[config.mk]
export PLATFORM = sky130hd
export DESIGN_NAME = rsc_reset_combiner
export DESIGN_NICKNAME = d
export VERILOG_FILES = /design/src/rsc_pkg.sv /design/src/rsc_reset_combiner.sv
export SDC_FILE = /design/constraint.sdc
export NUM_CORES = 1
export LEC_CHECK = 0
export BUFFER_PORTS_ARGS = -buffer_cell sky130_fd_sc_hd__buf_2
export CORE_MARGIN = 10
export CORE_UTILIZATION = 35
export CTS_CLUSTER_DIAMETER = 200
export CTS_CLUSTER_SIZE = 16
export DETAILED_ROUTE_END_ITERATION = 16
export PLACE_DENSITY = 0.55
export REMOVE_ABC_BUFFERS = 1
export SETUP_SLACK_MARGIN = 0.15
export SYNTH_ARGS = -nofsm -noshare
export SYNTH_HDL_FRONTEND = slang
export SYNTH_SLANG_ARGS = --single-unit
export TNS_END_PERCENT = 20
[constraint.sdc]
create_clock -name core_clk_in -period 3.2 [get_ports core_clk_in]
set_clock_uncertainty 0.15 [all_clocks]
set_input_delay 0.64 -clock core_clk_in [delete_from_list [all_inputs] [get_ports core_clk_in]]
set_output_delay 0.64 -clock core_clk_in [all_outputs]
set_load 0.1 [all_outputs]
[src/rsc_pkg.sv]
// Purpose: Constants for the reset source combiner
// Assumes: 50 MHz core clock, APB register access
// Notes:   One register word holds the reset cause and control bits
package rsc_pkg;
    localparam int          CLK_HZ             = 50_000_000;
    // Register map (byte addresses)
    localparam logic [11:0] ADDR_CAUSE_CTRL    = 12'h000;
    localparam logic [11:0] ADDR_OSC_STATUS    = 12'h004;
    // Field positions in the reset cause and control register
    localparam int          BIT_TRAP           = 15;
    localparam int          BIT_ILLOP          = 14;
    localparam int          BIT_CFGMIS         = 9;
    localparam int          BIT_VREG_STBY      = 8;
    localparam int          BIT_EXTPIN         = 7;
    localparam int          BIT_SWRST          = 6;
    localparam int          BIT_WDT_EN         = 5;
    localparam int          BIT_WATCHDOG_TIMEOUT_FLAG           = 4;
    localparam int          BIT_SLEEP          = 3;
    localparam int          BIT_IDLE           = 2;
    localparam int          BIT_BROWN          = 1;
    localparam int          BIT_POWERON        = 0;
    localparam logic [15:0] CAUSE_IMPL_MASK    = 16'hC3FF;
    localparam logic [15:0] CAUSE_POR_VALUE    = 16'h0003;
    // Oscillator selection codes
    localparam logic [2:0]  OSC_FAST_RC        = 3'h0;
    // Timing
    localparam int          POWER_UP_DELAY_MS  = 64;
    localparam int          POWER_UP_CYCLES    = POWER_UP_DELAY_MS * (CLK_HZ / 1000);
    localparam int          POWER_ON_DELAY_US  = 10;
    localparam int          POWER_ON_CYCLES    = POWER_ON_DELAY_US * (CLK_HZ / 1000000);
    localparam int          STATE_RST_DELAY_US = 10;
    localparam int          STATE_RST_CYCLES   = STATE_RST_DELAY_US * (CLK_HZ / 1000000);
    localparam int          OST_WIDTH          = 10;
    localparam int          OST_PERIODS        = 1024;
    localparam int          LOCK_DELAY_US      = 100;
    localparam int          LOCK_CYCLES        = LOCK_DELAY_US * (CLK_HZ / 1000000);
    localparam int          CNT_W              = 32;

    typedef enum logic [3:0]
    {
        ST_POR_WAIT  = 4'b0001,
        ST_PWRT_WAIT = 4'b0010,
        ST_RST_WAIT  = 4'b0100,
        ST_RUN       = 4'b1000
    } rsc_state_t;
endpackage

[src/rsc_reset_combiner.sv]
// Purpose: Combines reset sources, records the cause, times the release
// Assumes: All inputs synchronous to core_clk_in; por_in is a level from the supply monitor
// Notes:   Oscillator start-up counts on osc_tick_in, one pulse per oscillator period
`timescale 1ns/1ps
module rsc_reset_combiner
    import rsc_pkg::*;
#(
    parameter int POR_CYCLES_P  = POWER_ON_CYCLES,
    parameter int PWRT_CYCLES_P = POWER_UP_CYCLES,
    parameter int TRST_CYCLES_P = STATE_RST_CYCLES,
    parameter int LOCK_CYCLES_P = LOCK_CYCLES
)
(
    input  wire logic        core_clk_in,
    input  wire logic        reset_n_in,
    // APB slave
    input  wire logic        psel_in,
    input  wire logic        penable_in,
    input  wire logic        pwrite_in,
    input  wire logic [11:0] paddr_in,
    input  wire logic [31:0] pwdata_in,
    output logic [31:0]      prdata_out,
    output logic             pready_out,
    output logic             pslverr_out,
    // Reset sources
    input  wire logic        por_in,
    input  wire logic        brownout_in,
    input  wire logic        master_clear_pin_n_in,
    input  wire logic        reset_instr_in,
    input  wire logic        watchdog_timeout_in,
    input  wire logic        config_mismatch_in,
    input  wire logic        trap_conflict_in,
    input  wire logic        illegal_op_in,
    // Power-saving instruction events
    input  wire logic        sleep_instr_in,
    input  wire logic        idle_instr_in,
    // Configuration and oscillator status
    input  wire logic        clock_switch_en_in,
    input  wire logic        two_speed_en_in,
    input  wire logic        failsafe_en_in,
    input  wire logic        regulator_enable_pin_in,
    input  wire logic        watchdog_fuse_enable_in,
    input  wire logic        pll_used_in,
    input  wire logic        crystal_used_in,
    input  wire logic [2:0]  new_osc_config_field_in,
    input  wire logic [2:0]  current_osc_field_in,
    input  wire logic        osc_tick_in,
    input  wire logic        osc_valid_in,
    // Outputs
    output logic             master_system_reset_out,
    output logic             code_run_out,
    output logic [2:0]       osc_select_out,
    output logic             watchdog_enable_out,
    output logic             regulator_standby_out,
    output logic             failsafe_active_out
);

    // ***************************************************************
    // Reset source decode
    // ***************************************************************
    wire logic any_source;
    wire logic pwrup_source;
    assign any_source = por_in | brownout_in | ~master_clear_pin_n_in | reset_instr_in
                      | watchdog_timeout_in | config_mismatch_in | trap_conflict_in
                      | illegal_op_in;
    assign pwrup_source = por_in | brownout_in;

    // ***************************************************************
    // APB decode
    // ***************************************************************
    wire logic apb_wr;
    wire logic apb_rd;
    wire logic hit_cause;
    wire logic hit_osc;
    assign hit_cause = (paddr_in == ADDR_CAUSE_CTRL);
    assign hit_osc   = (paddr_in == ADDR_OSC_STATUS);
    // Write lands on the access edge, where the master sees pready
    assign apb_wr    = psel_in & penable_in & pwrite_in & pready_out;
    assign apb_rd    = psel_in & ~penable_in & ~pwrite_in;

    // ***************************************************************
    // Cause register
    // ***************************************************************
    logic [15:0] cause_r;
    logic [15:0] cause_nxt;
    logic [15:0] hw_set;
    logic [15:0] hw_clr;
    always_comb
    begin
        hw_set                = 16'h0000;
        hw_set[BIT_TRAP]      = trap_conflict_in;
        hw_set[BIT_ILLOP]     = illegal_op_in;
        hw_set[BIT_CFGMIS]    = config_mismatch_in;
        hw_set[BIT_EXTPIN]    = ~master_clear_pin_n_in;
        hw_set[BIT_SWRST]     = reset_instr_in;
        hw_set[BIT_WATCHDOG_TIMEOUT_FLAG]      = watchdog_timeout_in;
        hw_set[BIT_SLEEP]     = sleep_instr_in;
        hw_set[BIT_IDLE]      = idle_instr_in;
        hw_set[BIT_BROWN]     = brownout_in | por_in;
        hw_set[BIT_POWERON]   = por_in;
        hw_clr                = 16'h0000;
        hw_clr[BIT_WATCHDOG_TIMEOUT_FLAG]      = sleep_instr_in | idle_instr_in;
        cause_nxt = cause_r & ~hw_clr;
        if (apb_wr && hit_cause)
        begin
            cause_nxt = pwdata_in[15:0];
        end
        // Hardware set applied last so it beats a same-cycle write
        cause_nxt = (cause_nxt | hw_set) & CAUSE_IMPL_MASK;
        if (por_in)
        begin
            cause_nxt = CAUSE_POR_VALUE;
        end
    end

    always_ff @(posedge core_clk_in)
    begin
        if (!reset_n_in)
            cause_r <= CAUSE_POR_VALUE;
        else
            cause_r <= cause_nxt;
    end

    // ***************************************************************
    // Release sequencing
    // ***************************************************************
    rsc_state_t  state_r;
    rsc_state_t  state_nxt;
    logic [CNT_W-1:0] dly_r;
    logic [CNT_W-1:0] dly_nxt;
    wire logic   dly_done;
    assign dly_done = (dly_r == '0);

    // Load value of the delay counter on entry to each wait phase
    function automatic logic [CNT_W-1:0] phase_load(input rsc_state_t st);
        logic [CNT_W-1:0] val;
        val = '0;
        case (st)
            ST_POR_WAIT:  val = CNT_W'(POR_CYCLES_P);
            ST_PWRT_WAIT: val = CNT_W'(PWRT_CYCLES_P);
            ST_RST_WAIT:  val = CNT_W'(TRST_CYCLES_P);
            default:      val = '0;
        endcase
        return val;
    endfunction

    always_comb
    begin
        state_nxt = state_r;
        dly_nxt   = dly_done ? dly_r : dly_r - 1'b1;
        if (por_in)
        begin
            state_nxt = ST_POR_WAIT;
            dly_nxt   = phase_load(ST_POR_WAIT);
        end
        else if (brownout_in)
        begin
            state_nxt = ST_PWRT_WAIT;
            dly_nxt   = phase_load(ST_PWRT_WAIT);
        end
        else if (any_source)
        begin
            state_nxt = ST_RST_WAIT;
            dly_nxt   = phase_load(ST_RST_WAIT);
        end
        else
        begin
            case (state_r)
                ST_POR_WAIT:
                begin
                    if (dly_done)
                    begin
                        state_nxt = ST_PWRT_WAIT;
                        dly_nxt   = phase_load(ST_PWRT_WAIT);
                    end
                end
                ST_PWRT_WAIT:
                begin
                    if (dly_done)
                    begin
                        state_nxt = ST_RST_WAIT;
                        dly_nxt   = phase_load(ST_RST_WAIT);
                    end
                end
                ST_RST_WAIT:
                begin
                    if (dly_done)
                        state_nxt = ST_RUN;
                end
                ST_RUN:    state_nxt = ST_RUN;
                default:   state_nxt = ST_POR_WAIT;
            endcase
        end
    end

    always_ff @(posedge core_clk_in)
    begin
        if (!reset_n_in)
        begin
            state_r <= ST_POR_WAIT;
            dly_r   <= phase_load(ST_POR_WAIT);
        end
        else
        begin
            state_r <= state_nxt;
            dly_r   <= dly_nxt;
        end
    end

    // ***************************************************************
    // Clock source selection and oscillator start-up
    // ***************************************************************
    logic [2:0]  osc_sel_r;
    logic [OST_WIDTH-1:0] ost_r;
    logic        ost_done_r;
    logic [CNT_W-1:0] lock_r;
    logic        fs_r;
    logic        fs_fallback_r;
    wire logic [2:0] osc_reset_sel;
    wire logic   lock_done;
    wire logic   clock_ready;
    wire logic   in_reset;
    wire logic   releasing;

    // Power-up resets, or any reset with clock switching off, fall back to the fuse field; others keep what was running
    assign osc_reset_sel = (!clock_switch_en_in || pwrup_source) ? new_osc_config_field_in
                         : current_osc_field_in;
    assign lock_done   = !pll_used_in || (lock_r == '0);
    assign clock_ready = (ost_done_r || !crystal_used_in) && lock_done && osc_valid_in;
    assign in_reset    = any_source || (state_r != ST_RUN);
    assign releasing   = (state_r == ST_RST_WAIT) && dly_done && !any_source;

    always_ff @(posedge core_clk_in)
    begin
        if (!reset_n_in)
            osc_sel_r <= OSC_FAST_RC;
        else if (por_in && two_speed_en_in)
            osc_sel_r <= OSC_FAST_RC;
        else if (any_source)
            osc_sel_r <= osc_reset_sel;
        else if (releasing && failsafe_en_in && !osc_valid_in)
            osc_sel_r <= OSC_FAST_RC;
    end

    // Start-up timer and lock wait run during the reset delay, not after it
    always_ff @(posedge core_clk_in)
    begin
        if (!reset_n_in || any_source)
        begin
            ost_r      <= '0;
            ost_done_r <= 1'b0;
            lock_r     <= CNT_W'(LOCK_CYCLES_P);
        end
        else
        begin
            if (osc_tick_in && !ost_done_r)
            begin
                ost_r <= ost_r + 1'b1;
                if (ost_r == OST_WIDTH'(OST_PERIODS - 1))
                    ost_done_r <= 1'b1;
            end
            if (lock_r != '0)
                lock_r <= lock_r - 1'b1;
        end
    end

    always_ff @(posedge core_clk_in)
    begin
        if (!reset_n_in || in_reset)
        begin
            fs_r          <= 1'b0;
        end
        else
        begin
            fs_r <= failsafe_en_in;
        end
    end

    // Records that the release found no clock and fell back to the fast RC oscillator
    always_ff @(posedge core_clk_in)
    begin
        if (!reset_n_in || any_source)
            fs_fallback_r <= 1'b0;
        else if (releasing && failsafe_en_in && !osc_valid_in)
            fs_fallback_r <= 1'b1;
    end

    // ***************************************************************
    // Outputs and APB read
    // ***************************************************************
    wire logic [31:0] osc_status_word;
    wire logic [31:0] read_word;
    assign osc_status_word = {24'h00_0000, fs_fallback_r, clock_ready, ost_done_r,
                              (state_r == ST_RUN), 1'b0, osc_sel_r};
    // Unmapped offsets read as zero
    assign read_word = hit_cause ? {16'h0000, cause_r}
                     : hit_osc   ? osc_status_word
                     : 32'h0000_0000;

    always_ff @(posedge core_clk_in)
    begin
        if (!reset_n_in)
        begin
            master_system_reset_out <= 1'b1;
            code_run_out            <= 1'b0;
            failsafe_active_out     <= 1'b0;
            osc_select_out          <= OSC_FAST_RC;
        end
        else
        begin
            master_system_reset_out <= in_reset;
            code_run_out            <= !in_reset && clock_ready;
            // Drops with the reset so the monitor never watches a clock in reset
            failsafe_active_out     <= fs_r && !in_reset;
            osc_select_out          <= osc_sel_r;
        end
    end

    always_ff @(posedge core_clk_in)
    begin
        if (!reset_n_in)
        begin
            watchdog_enable_out     <= 1'b0;
            regulator_standby_out   <= 1'b1;
        end
        else
        begin
            watchdog_enable_out     <= watchdog_fuse_enable_in
                                     | cause_r[BIT_WDT_EN];
            regulator_standby_out   <= ~cause_r[BIT_VREG_STBY];
        end
    end

    always_ff @(posedge core_clk_in)
    begin
        if (!reset_n_in)
        begin
            prdata_out              <= 32'h0000_0000;
            pready_out              <= 1'b0;
            pslverr_out             <= 1'b0;
        end
        else
        begin
            pready_out              <= psel_in & ~penable_in;
            pslverr_out             <= psel_in & ~penable_in & ~(hit_cause | hit_osc);
            if (apb_rd)
                prdata_out <= read_word;
        end
    end

endmodule // rsc_reset_combiner

**After elaboration in Yosys (flattened, before gate mapping)**

Cells that the tools add are included.

- Output and inout port bits: 42
- Flip-flop bits (word level): 142

- Add/subtract/negate cells: 3
- Reductions and logical operators: 38
- Equality and inequality tests: 16
- Multiplexer cells: 18
- Bitwise operators: 25

Operators by type and width:

| cell | number |
|---|---|
| 32-bit two-way mux | 3 |
| 32-bit zero test | 2 |
| 32-bit one-hot mux with 2 select lines | 1 |
| 32-bit by 1-bit subtractor with 32-bit output, second input constant | 2 |
| 22-bit two-way mux | 2 |
| 16-bit two-way mux | 2 |
| 32-bit nonzero test | 1 |
| 16-bit bitwise AND | 1 |
| 4-bit inequality test, second input constant | 4 |
| 5-bit NOT with 16-bit output | 1 |
| 16-bit bitwise OR | 1 |
| 4-bit one-hot mux with 4 select lines | 1 |
| 12-bit by 3-bit == test with 1-bit output, second input constant | 1 |
| 12-bit zero test | 1 |
| 3-bit two-way mux | 4 |
| 4-bit two-way mux | 3 |
| 1-bit logical AND | 11 |
| 10-bit by 1-bit adder with 10-bit output, second input constant | 1 |
| 10-bit == test, second input constant | 1 |
| 1-bit bitwise OR | 10 |
| 3-bit inequality test, second input constant | 3 |
| 3-bit AND reduction | 3 |
| 1-bit zero test | 8 |
| 8-bit two-way mux | 1 |
| 14 further kinds | 32 |

**Depth between registers and ports, before layout**

Gate-level depths: netlist (run 1).

- Word-level depth: 13
- Depth in mapped cells: 10
- Depth with buffers taken out: 9

**Worst setup path before layout (run 1)**

No wires, ideal clock.

- Kind: flip-flop to flip-flop
- Start point: reg dly_r[24]
- End point: reg dly_r[0]
- Library setup time: 0.128 ns
- Stages on the path, launching flop included: 10
- Path slack: 0.839 ns
- Path buffers: 1
- Data arrival time: 2.083 ns
- Data required time: 2.922 ns
- Cells stage by stage: dfxtp_1 or4_4 nor4b_2 and3_1 inv_1 clkbuf_1 ha_1 nor2_1 a21oi_1 nor2_1

- Word-level cells in the longest chain between the ends: 4

RTL lines:

| what | line | RTL |
|---|---|---|
| start: declaration | rsc_reset_combiner.sv:129 | `logic [CNT_W-1:0] dly_r;` |
| start signal: assignment | rsc_reset_combiner.sv:201 | `dly_r <= phase_load(ST_POR_WAIT);` |
| start signal: assignment | rsc_reset_combiner.sv:206 | `dly_r <= dly_nxt;` |
| 32-bit zero test * | rsc_reset_combiner.sv:132 | `assign dly_done = (dly_r == '0);` |
| 32-bit two-way mux | rsc_reset_combiner.sv:150 | `dly_nxt = dly_done ? dly_r : dly_r - 1'b1;` |
| 32-bit two-way mux (on tied branches) | rsc_reset_combiner.sv:179, rsc_reset_combiner.sv:171 |  |
| 32-bit one-hot mux with 2 select lines * | rsc_reset_combiner.sv:168 | `case (state_r)` |

Mark *: on every way between the ends. The rest lies on a longest branch, timed or not.
A chain may end at the register's enable or synchronous reset.

**Final worst setup path (run 1)**

- Start point: reg lock_r[0]
- End point: reg prdata_out[6]

- Word-level cells in the longest chain between the ends: 6

RTL lines:

| what | line | RTL |
|---|---|---|
| start: declaration | rsc_reset_combiner.sv:216 | `logic [CNT_W-1:0] lock_r;` |
| start signal: assignment | rsc_reset_combiner.sv:252 | `lock_r <= CNT_W'(LOCK_CYCLES_P);` |
| start signal: assignment | rsc_reset_combiner.sv:263 | `lock_r <= lock_r - 1'b1;` |
| 32-bit zero test | rsc_reset_combiner.sv:228 | `assign lock_done = !pll_used_in \|\| (lock_r == '0);` |
| 1-bit logical OR | rsc_reset_combiner.sv:228 |  |
| 1-bit logical AND (2 in series) | rsc_reset_combiner.sv:229 | `assign clock_ready = (ost_done_r \|\| !crystal_used_in) && lock_done && osc_valid_in;` |
| 8-bit two-way mux | rsc_reset_combiner.sv:297 | `: hit_osc ? osc_status_word` |
| 16-bit two-way mux | rsc_reset_combiner.sv:296 | `assign read_word = hit_cause ? {16'h0000, cause_r}` |
| end signal: assignment | rsc_reset_combiner.sv:347 | `prdata_out <= read_word;` |
| end: declaration | rsc_reset_combiner.sv:22 | `output logic [31:0] prdata_out,` |

No other way between the ends.

==> flow_metrics.tcl, run 1 <==
set metrics [dict create \
    rsz0062_at_grt "false" \
    io_buffer_count 74 \
    grt_util_all_layers_pct 13.2 \
    clkPwrFrac_pct 50.7 \
    clkLatencyLatePin_ns 0.42 \
    drv_cap 0 \
    grt_pass1_wl_um 23500 \
    synthFlopType "dfxtp_1" \
    startpoint_type "register" \
    p_sw_share_pct 24.8 \
    combPwrFrac_pct 7.9 \
    grt_pass1_vias 4767 \
    power_mw 3.65 \
    max_slew.worst_pin.slew_ns 1.02 \
    crit_type "reg2reg" \
    cts_sinks 118 \
    clock_path_buffers 2 \
    dp.final_hpwl_um 10200 \
    clk_pin_slew_worst_paths_ns 0.05 \
    diodes 0 \
    ctsHoldBuffers 0 \
    finalCritPeriodShare_pct 85.7 \
    synth_top_area_share_pct 42.5 \
    syn-instance-count 661 \
    start_util_pct 36.1 \
    tns_ns 0 \
    slew_violations 0 \
    p_sw_mw 0.906 \
    cts_tree "done" \
    post_dp_cell_area_mm2 0.00608 \
    yosys-top-cells-count "dfxtp_1 (118), nor2_1 (96), nand2_1 (68)" \
    core_area_mm2 0.0154 \
    cp.arrival_ns 2.94 \
    vias 4887 \
    ios 116 \
    cts-root-buf "clkbuf_16" \
    cp_max_fo 9 \
    ant_nets 0 \
    seq_power_share_pct 41.4 \
    drive_gt1_share_pct 18.3 \
    synth_edf_count 0 \
    ys_ff_latch 118 \
    crit_path_end_kind "register" \
    overflow 0 \
    synth_seq_area_share_pct 42.5 \
    wl_per_cell_um 14.6 \
    ys_types 63 \
    num_rows 45 \
    worstPathRequired_ns 3.40 \
    synth_area_leaders "dfxtp_1 (43%), nor2_1 (6.5%), xor2_1 (5.4%), nand2_1 (4.6%), buf_4 (3.0%)" \
    cts_resized 0 \
    finalSetupViolCount 0 \
    cts_buffers 17 \
    post_cts_buffers 0 \
    max-vdd-ir-drop_v 0.000402 \
    yosysWarnings 0 \
    fin_area_mm2 0.00665 \
    vias_per_cell 5.10 \
    synth_top_area_cell "dfxtp_1" \
    p_leak_nw 2.53 \
    cts_htree_levels 4 \
    netlist_area_mm2 0.00556 \
    drtPass1Iterations 5 \
    drc 0 \
    drtIter0Drc 297 \
    routed_wl_um 14000 \
    hold_violations 0 \
    finalCriticalPeriod_ns 2.74 \
    syn_avg_cell_area_um2 8.40 \
    grt_max_degree 51 \
    fin_nets 816 \
    antenna_found_initial 0 \
    die_h_um 146 \
    synth_most_common_cell "dfxtp_1" \
    intPower_mw 2.74 \
    die_w_um 146 \
    max_freq_ghz 0.365 \
    place_congestion 0.810 \
    status "finished, final reports clean" \
    slew_headroom_pct 31.8 \
    p_per_area_mw_per_mm2 549 \
    area_growth_pct 19.7 \
    synth_async_sr_flop_share_pct 0 \
    die_area_mm2 0.0213 \
    hold_path.class "reg2reg" \
]
## layout by cell type (no fill, tap or decap), types with 11 or more instances in the layout
cell type / count
a21oi_1: 18
nor2_1: 96
buf_4: 11
inv_1: 19
xor2_1: 34
xnor2_1: 17
a31oi_1: 16
nand3_1: 31
dfxtp_1: 118
o21ai_0: 16
buf_2: 74
nor3_1: 21
clkbuf_16: 17
nand4_1: 15
nor4_1: 16
nand2_1: 68
conb_1: 20
## metal layers
metal	GRT usage, %	share of wire [%]
met3	3.85	5.0
met2	19.4	43
met4	5.91	1.9
met5	0	0
met1	17.5	50
## cells by family after synthesis
kind of cell	share of synthesized area, %
compound gates	10.9
xor+xnor	8.04
fa+ha+maj	1.13
buf+inv	6.15
flops	42.5
mux	0.541
other cells	0.0675
simple gates	30.6
## area by class of cell
class	count	area, um2
sequential	118	2360
clock inverter	10	105
clock buffer	20	467
inverter	19	71.3
fill	1536	8720
timing repair buffer	85	453
tap	211	264
multi-input combinational	496	2930
## power groups by stage
stage | registers [mW] | logic, mW | clock network [mW]
4_1_cts | 1.51 | 0.287 | 1.88
6_report | 1.51 | 0.288 | 1.85
5_1_grt | 1.51 | 0.305 | 1.96
3_5_place_dp | 1.54 | 0.286 | 0
2_1_floorplan | 1.59 | 0.167 | 0
3_3_place_gp | 1.54 | 0.285 | 0
## worst max-delay path, cell delays in order, from the launching register on
cell and delay, ns:
dfxtp_1 0.33, inv_1 0.08, ha_1 0.17, or3b_2 0.52, nor4_1 0.43, nand3_1 0.30, buf_4 0.26, a21oi_1 0.19
a221oi_1 0.11, nor2_1 0.13
## final timing paths
| kind | from | endpoint | slack (ns) | cells after the start |
|---|---|---|---|---|
| max | lock_r[0] | prdata_out[6] | 0.46 | 9 |
| min | cause_r[8] | regulator_standby_out | 0.26 | 1 |
| max reg2reg | lock_r[0] | prdata_out[6] | 0.46 | 9 |
| min reg2reg | cause_r[8] | regulator_standby_out | 0.26 | 1 |
## registers in the layout, summed over array words and instances (netlist names), 3 cells and up
signal / cells
osc_select_out: 3
cause_r: 12
dly_r: 32
state_r: 4
lock_r: 32
ost_r: 10
osc_sel_r: 3
prdata_out: 12
## stage by stage
step / setup slack, ns / hold slack (ns) / instances / utilization [%]
finish: 0.458 / 0.261 / 959 / 43.3
global route: 0.288 / 0.263 / 959 / 43.3
CTS: 0.458 / 0.253 / 959 / 43.3
detailed placement: 0.467 / 0.244 / 929 / 39.5
global placement: 0.556 / 0.240 / 929 / 39.5
floorplan: -0.0704 / 0.221 / 633 / -
Note: power is estimated with default switching activity, not from simulation.
==> run 2: changes to the inputs <==
- CTS_CLUSTER_SIZE: 16 -> 12
- clock period: 3.2 -> 2.74 ns (I/O delays scaled with it)
==> run 2 against run 1 <==
Design area grew 1.8%. Maximum frequency grew 11%. Count of clock-buffer cells in the layout is the same. Via count shrank 0.49%. Core utilization grew 0.80 points. Clock power grew 22%. Non-clock buffer count grew 8. Wire length grew 0.69%. Sequential power grew 17%. Critical path depth shrank 1. Sequential share of layout area shrank 0.64 points. Critical path type unchanged. Critical endpoint is now dly_r[21]. Largest cell class unchanged. Highest routed layer unchanged.
==> flow_metrics.tcl, run 2 (synthesis results as in run 1) <==
set metrics [dict create \
    status "finished, final reports clean" \
    place_congestion 0.823 \
    hold_violations 0 \
    path_cells "or4_4, nor4b_2, and3_4, clkinvlp_4, buf_4, nand2_1, nand3b_1, a31o_2" \
    fin_nets 824 \
    max-vdd-ir-drop_v 0.000451 \
    grt_util_all_layers_pct 13.1 \
    post-place-ws_ns 0.174 \
    drtIter0Drc 304 \
    whs_path_depth 2 \
    finalCritPeriodShare_pct 90.5 \
    vias_per_cell 5.02 \
    vias 4863 \
    crit_path_end_kind "register" \
    crit_type "reg2reg" \
    cp.arrival_ns 2.63 \
    cts_sinks 118 \
    finalSetupViolCount 0 \
    rrSetupSlack_ns 0.26 \
    fin_area_mm2 0.00677 \
    ios 116 \
    top_regs "dly_r x32, lock_r x32" \
    cts-root-buf "clkbuf_16" \
    drive_gt1_share_pct 19.7 \
    reg2reg_depth 8 \
    slew_violations 0 \
    die_w_um 146 \
    instances_no_fill 969 \
    die_h_um 146 \
    worstPathRequired_ns 2.89 \
    antenna_found_initial 0 \
    overflow 0 \
    clkLatencyLatePin_ns 0.41 \
    hold_path_end "watchdog_enable_out" \
    slowest_delay_ns 0.59 \
    dpl.cell_count 935 \
    dp.final_hpwl_um 10100 \
    drc 0 \
    max_freq_ghz 0.403 \
    ant_nets 0 \
    cts_tree "done" \
    io_buffer_count 74 \
    drtPass1Iterations 4 \
    die_area_mm2 0.0213 \
    rsz0062_at_grt "true" \
    num_rows 45 \
    grt_pass1_wl_um 23500 \
    p_per_area_mw_per_mm2 643 \
    area_growth_pct 21.9 \
    combPwrFrac_pct 7.8 \
    start_util_pct 36.1 \
    cp_max_fo 6 \
    drv_cap 0 \
    seq_power_share_pct 40.6 \
    p_sw_mw 1.08 \
    min_from "watchdog_fuse_enable_in" \
    clk_pin_slew_worst_paths_ns 0.06 \
    layout_commonest_cell "dfxtp_1" \
    cts_buffers 17 \
    diodes 0 \
    grt_pass1_vias 4826 \
    slew_headroom_pct 33.7 \
    ctsHoldBuffers 0 \
    r2r-end "dly_r[21]" \
    wl_per_cell_um 14.5 \
    finalCriticalPeriod_ns 2.48 \
    r2r-start "dly_r[24]" \
    clock_path_buffers 2 \
    hold_path.class "in2reg" \
    max_slew.worst_pin.slew_ns 0.990 \
    p_leak_nw 2.57 \
    grt_max_degree 53 \
    p_sw_share_pct 24.8 \
    cpMaxStageDelayCell "or4_4" \
    intPower_mw 3.27 \
    cts_htree_levels 4 \
    clkPwrFrac_pct 51.6 \
    post_dp_cell_area_mm2 0.00612 \
    startpoint_type "register" \
    routed_wl_um 14100 \
    core_area_mm2 0.0154 \
    layout_setup_ws_ns 0.261 \
    final_cell_mix "dfxtp_1 (118), nor2_1 (96), buf_2 (74)" \
]
-- run 2: power by group through the flow --
stage                     registers, mW  clock network [mW]  logic (mW)
after floorplan                    1.86                   0       0.195
after global placement             1.80                   0       0.337
after detailed placement           1.80                   0       0.339
after CTS                          1.77                2.29       0.340
after global routing               1.77                2.36       0.363
final                              1.77                2.25       0.341
-- run 2: layer usage --
| metal | vias up | track usage (%) | part of all wire [%] | routed length, um |
|---|---|---|---|---|
| li1 | 2464 | - | - | - |
| met1 | 2264 | 17.0 | 49 | 6900 |
| met2 | 117 | 19.9 | 44 | 6240 |
| met3 | 18 | 3.57 | 5.3 | 743 |
| met4 | 0 | 5.91 | 1.4 | 191 |
| met5 | - | 0 | 0 | 0 |
-- run 2: metrics by stage --
stage / total power, mW / setup TNS [ns] / hold slack [ns] / util [%]
after floorplan: 2.05 / -4.48 / 0.221 / -
after detailed placement: 2.14 / 0 / 0.239 / 39.8
final: 4.35 / 0 / 0.179 / 44.1
after CTS: 4.40 / 0 / 0.160 / 43.7
after global placement: 2.14 / 0 / 0.234 / 39.8
after global routing: 4.50 / 0 / 0.175 / 44.1
-- run 2: worst max-delay path: cells and delay by family (launching register included) --
family          cells  cell delay, ns
simple gates        5            1.31
flops               1            0.35
compound gates      1            0.23
buf+inv             2            0.32
-- run 2: worst max-delay path by stage --
stage | depth (start not counted) | from | to | slack, ns
finish | 8 | dly_r[24] | dly_r[21] | 0.26
detailed placement | 9 | lock_r[0] | lock_r[21] | 0.17
global route | 6 | dly_r[24] | dly_r[17] | 0.11
floorplan | 5 | watchdog_timeout_in | dly_r[21] | -0.44
CTS | 9 | lock_r[0] | lock_r[21] | 0.16
global placement | 9 | lock_r[0] | lock_r[21] | 0.20
-- run 2: timing repair --
action                     in CTS  in global routing
gates resized for setup         0                  6
setup buffers                   0                  2
setup endpoints to repair       0                 18
-- run 2: final cells by class --
class | count | area (um2)
clock buffers | 20 | 447
clock inverters | 12 | 154
fillers | 1560 | 8600
inverters | 19 | 75.1
multi-input cells | 496 | 2960
flip-flops and latches | 118 | 2360
well taps | 211 | 264
repair buffers | 93 | 513
==> run 3: changes to the inputs <==
- CORE_UTILIZATION: 35 -> 40
- PLACE_DENSITY: 0.55 -> 0.61
==> run 3 against run 2 <==
Critical path depth decreased by 1. Via count increased by 0.31%. Sequential cell count unchanged. Sequential share of layout area increased by 0.37 points. Hold slack got worse by 0.0028 ns. First-iteration DRC count increased by 14%. Largest cell class unchanged. Highest routed layer unchanged.
==> flow_metrics.tcl, run 3 (synthesis results as in run 1) <==
set metrics [dict create \
    drv_cap 0 \
    vias_per_cell 5.20 \
    finalCritPeriodShare_pct 90.3 \
    n_fill_cell 1348 \
    max_freq_ghz 0.404 \
    clk_pin_slew_worst_paths_ns 0.06 \
    drtIter0Drc 347 \
    max-vdd-ir-drop_v 0.000423 \
    hold_violations 0 \
    rrSetupSlack_ns 0.27 \
    p_sw_mw 1.12 \
    slew_violations 0 \
    drtPass1Iterations 5 \
    p_sw_share_pct 26.1 \
    drc 0 \
    io_buffer_count 74 \
    worstPathRequired_ns 2.88 \
    top_regs "dly_r x32, lock_r x32" \
    final_cell_mix "dfxtp_1 (118), nor2_1 (96), buf_2 (74)" \
    crit_type "reg2reg" \
    wl_per_cell_um 14.9 \
    routed_wl_um 14000 \
    dpl.cell_count 904 \
    clkPwrFrac_pct 50.8 \
    hold_path.class "in2reg" \
    instances_no_fill 938 \
    seq_power_share_pct 41.3 \
    grt_pass1_vias 4625 \
    grt_max_degree 31 \
    die_area_mm2 0.0190 \
    p_leak_nw 2.56 \
    dp.final_hpwl_um 10200 \
    drive_gt1_share_pct 19.7 \
    startpoint_type "register" \
    cts-root-buf "clkbuf_16" \
    diodes 0 \
    grt_pass1_wl_um 22800 \
    clkLatencyLatePin_ns 0.41 \
    crit_path_end_kind "register" \
    cts_htree_levels 4 \
    cp.arrival_ns 2.62 \
    rsz0062_at_grt "true" \
    cts_tree "done" \
    die_h_um 138 \
    slew_headroom_pct 29.7 \
    ctsHoldBuffers 0 \
    cts_buffers 17 \
    place_congestion 0.835 \
    combPwrFrac_pct 7.9 \
    vias 4878 \
    tns_ns 0 \
    area_growth_pct 20.6 \
    ios 116 \
    grt_util_all_layers_pct 14.9 \
    overflow 0 \
    die_w_um 138 \
    p_per_area_mw_per_mm2 638 \
    clock_path_buffers 2 \
    antenna_found_initial 0 \
    fin_nets 824 \
    fin_util_pct 48.8 \
    ant_nets 0 \
    cp_max_fo 10 \
    cts_sinks 118 \
    finalSetupViolCount 0 \
    status "finished, final reports clean" \
    core_area_mm2 0.0137 \
    start_util_pct 40.5 \
    max_slew.worst_pin.slew_ns 1.05 \
    layout_commonest_cell "dfxtp_1" \
    finalCriticalPeriod_ns 2.47 \
    intPower_mw 3.16 \
    num_rows 43 \
]
## run 3: worst paths after layout
kind | from | endpoint | cells after the start
worst max register to register | dly_r[24] | osc_sel_r[2] | 7
worst min register to register | cause_r[8] | regulator_standby_out | 1
worst max-delay path | dly_r[24] | osc_sel_r[2] | 7
worst min-delay path | pll_used_in | code_run_out | 2
## run 3: worst max-delay path, stage by stage (launching register included)
cell      delay [ns]
dfxtp_1         0.36
or4_4           0.59
nor4b_2         0.32
and3_1          0.27
buf_4           0.21
a21oi_1         0.12
a222oi_1        0.26
nor2_1          0.07
## run 3: layout make-up
| class | instances | area, um2 | area share, % |
|---|---|---|---|
| Clock inverter | 15 | 155 | 2.32 |
| Multi-Input combinational cell | 496 | 2950 | 44.0 |
| Clock buffer | 17 | 425 | 6.35 |
| Sequential cell | 118 | 2360 | 35.3 |
| Tap cell | 180 | 225 | 3.36 |
| Inverter | 19 | 75.1 | 1.12 |
| Timing Repair Buffer | 93 | 513 | 7.65 |
## run 3: layer usage
layer	up-vias	share of wire (%)	global-route usage (%)	wire [um]
met5	-	0	0	0
met4	0	1.1	5.04	159
met3	14	8.7	4.82	1220
met2	151	44	22.9	6210
met1	2254	46	19.3	6440
li1	2459	-	-	-
## run 3: power groups by stage
stage | Combinational, mW | Sequential, mW | Clock, mW
floorplan | 0.195 | 1.86 | 0
global placement | 0.335 | 1.80 | 0
detailed placement | 0.338 | 1.80 | 0
CTS | 0.339 | 1.76 | 2.21
global route | 0.361 | 1.77 | 2.31
finish | 0.340 | 1.77 | 2.17
## run 3: metrics by stage
step / worst slack, ns / area, um2 / power (mW) / hold WS [ns]
final: 0.265 / 6700 / 4.28 / 0.176
after detailed placement: 0.174 / 6080 / 2.14 / 0.245
after CTS: 0.154 / 6670 / 4.31 / 0.165
after global routing: 0.0893 / 6700 / 4.44 / 0.166
after global placement: 0.261 / 6080 / 2.14 / 0.230
after floorplan: -0.438 / 5360 / 2.05 / 0.221
## run 3: what timing repair did
item,4_1_cts,5_1_grt
buffers inserted,0,2
resized for setup,0,4
setup endpoints to repair,0,20
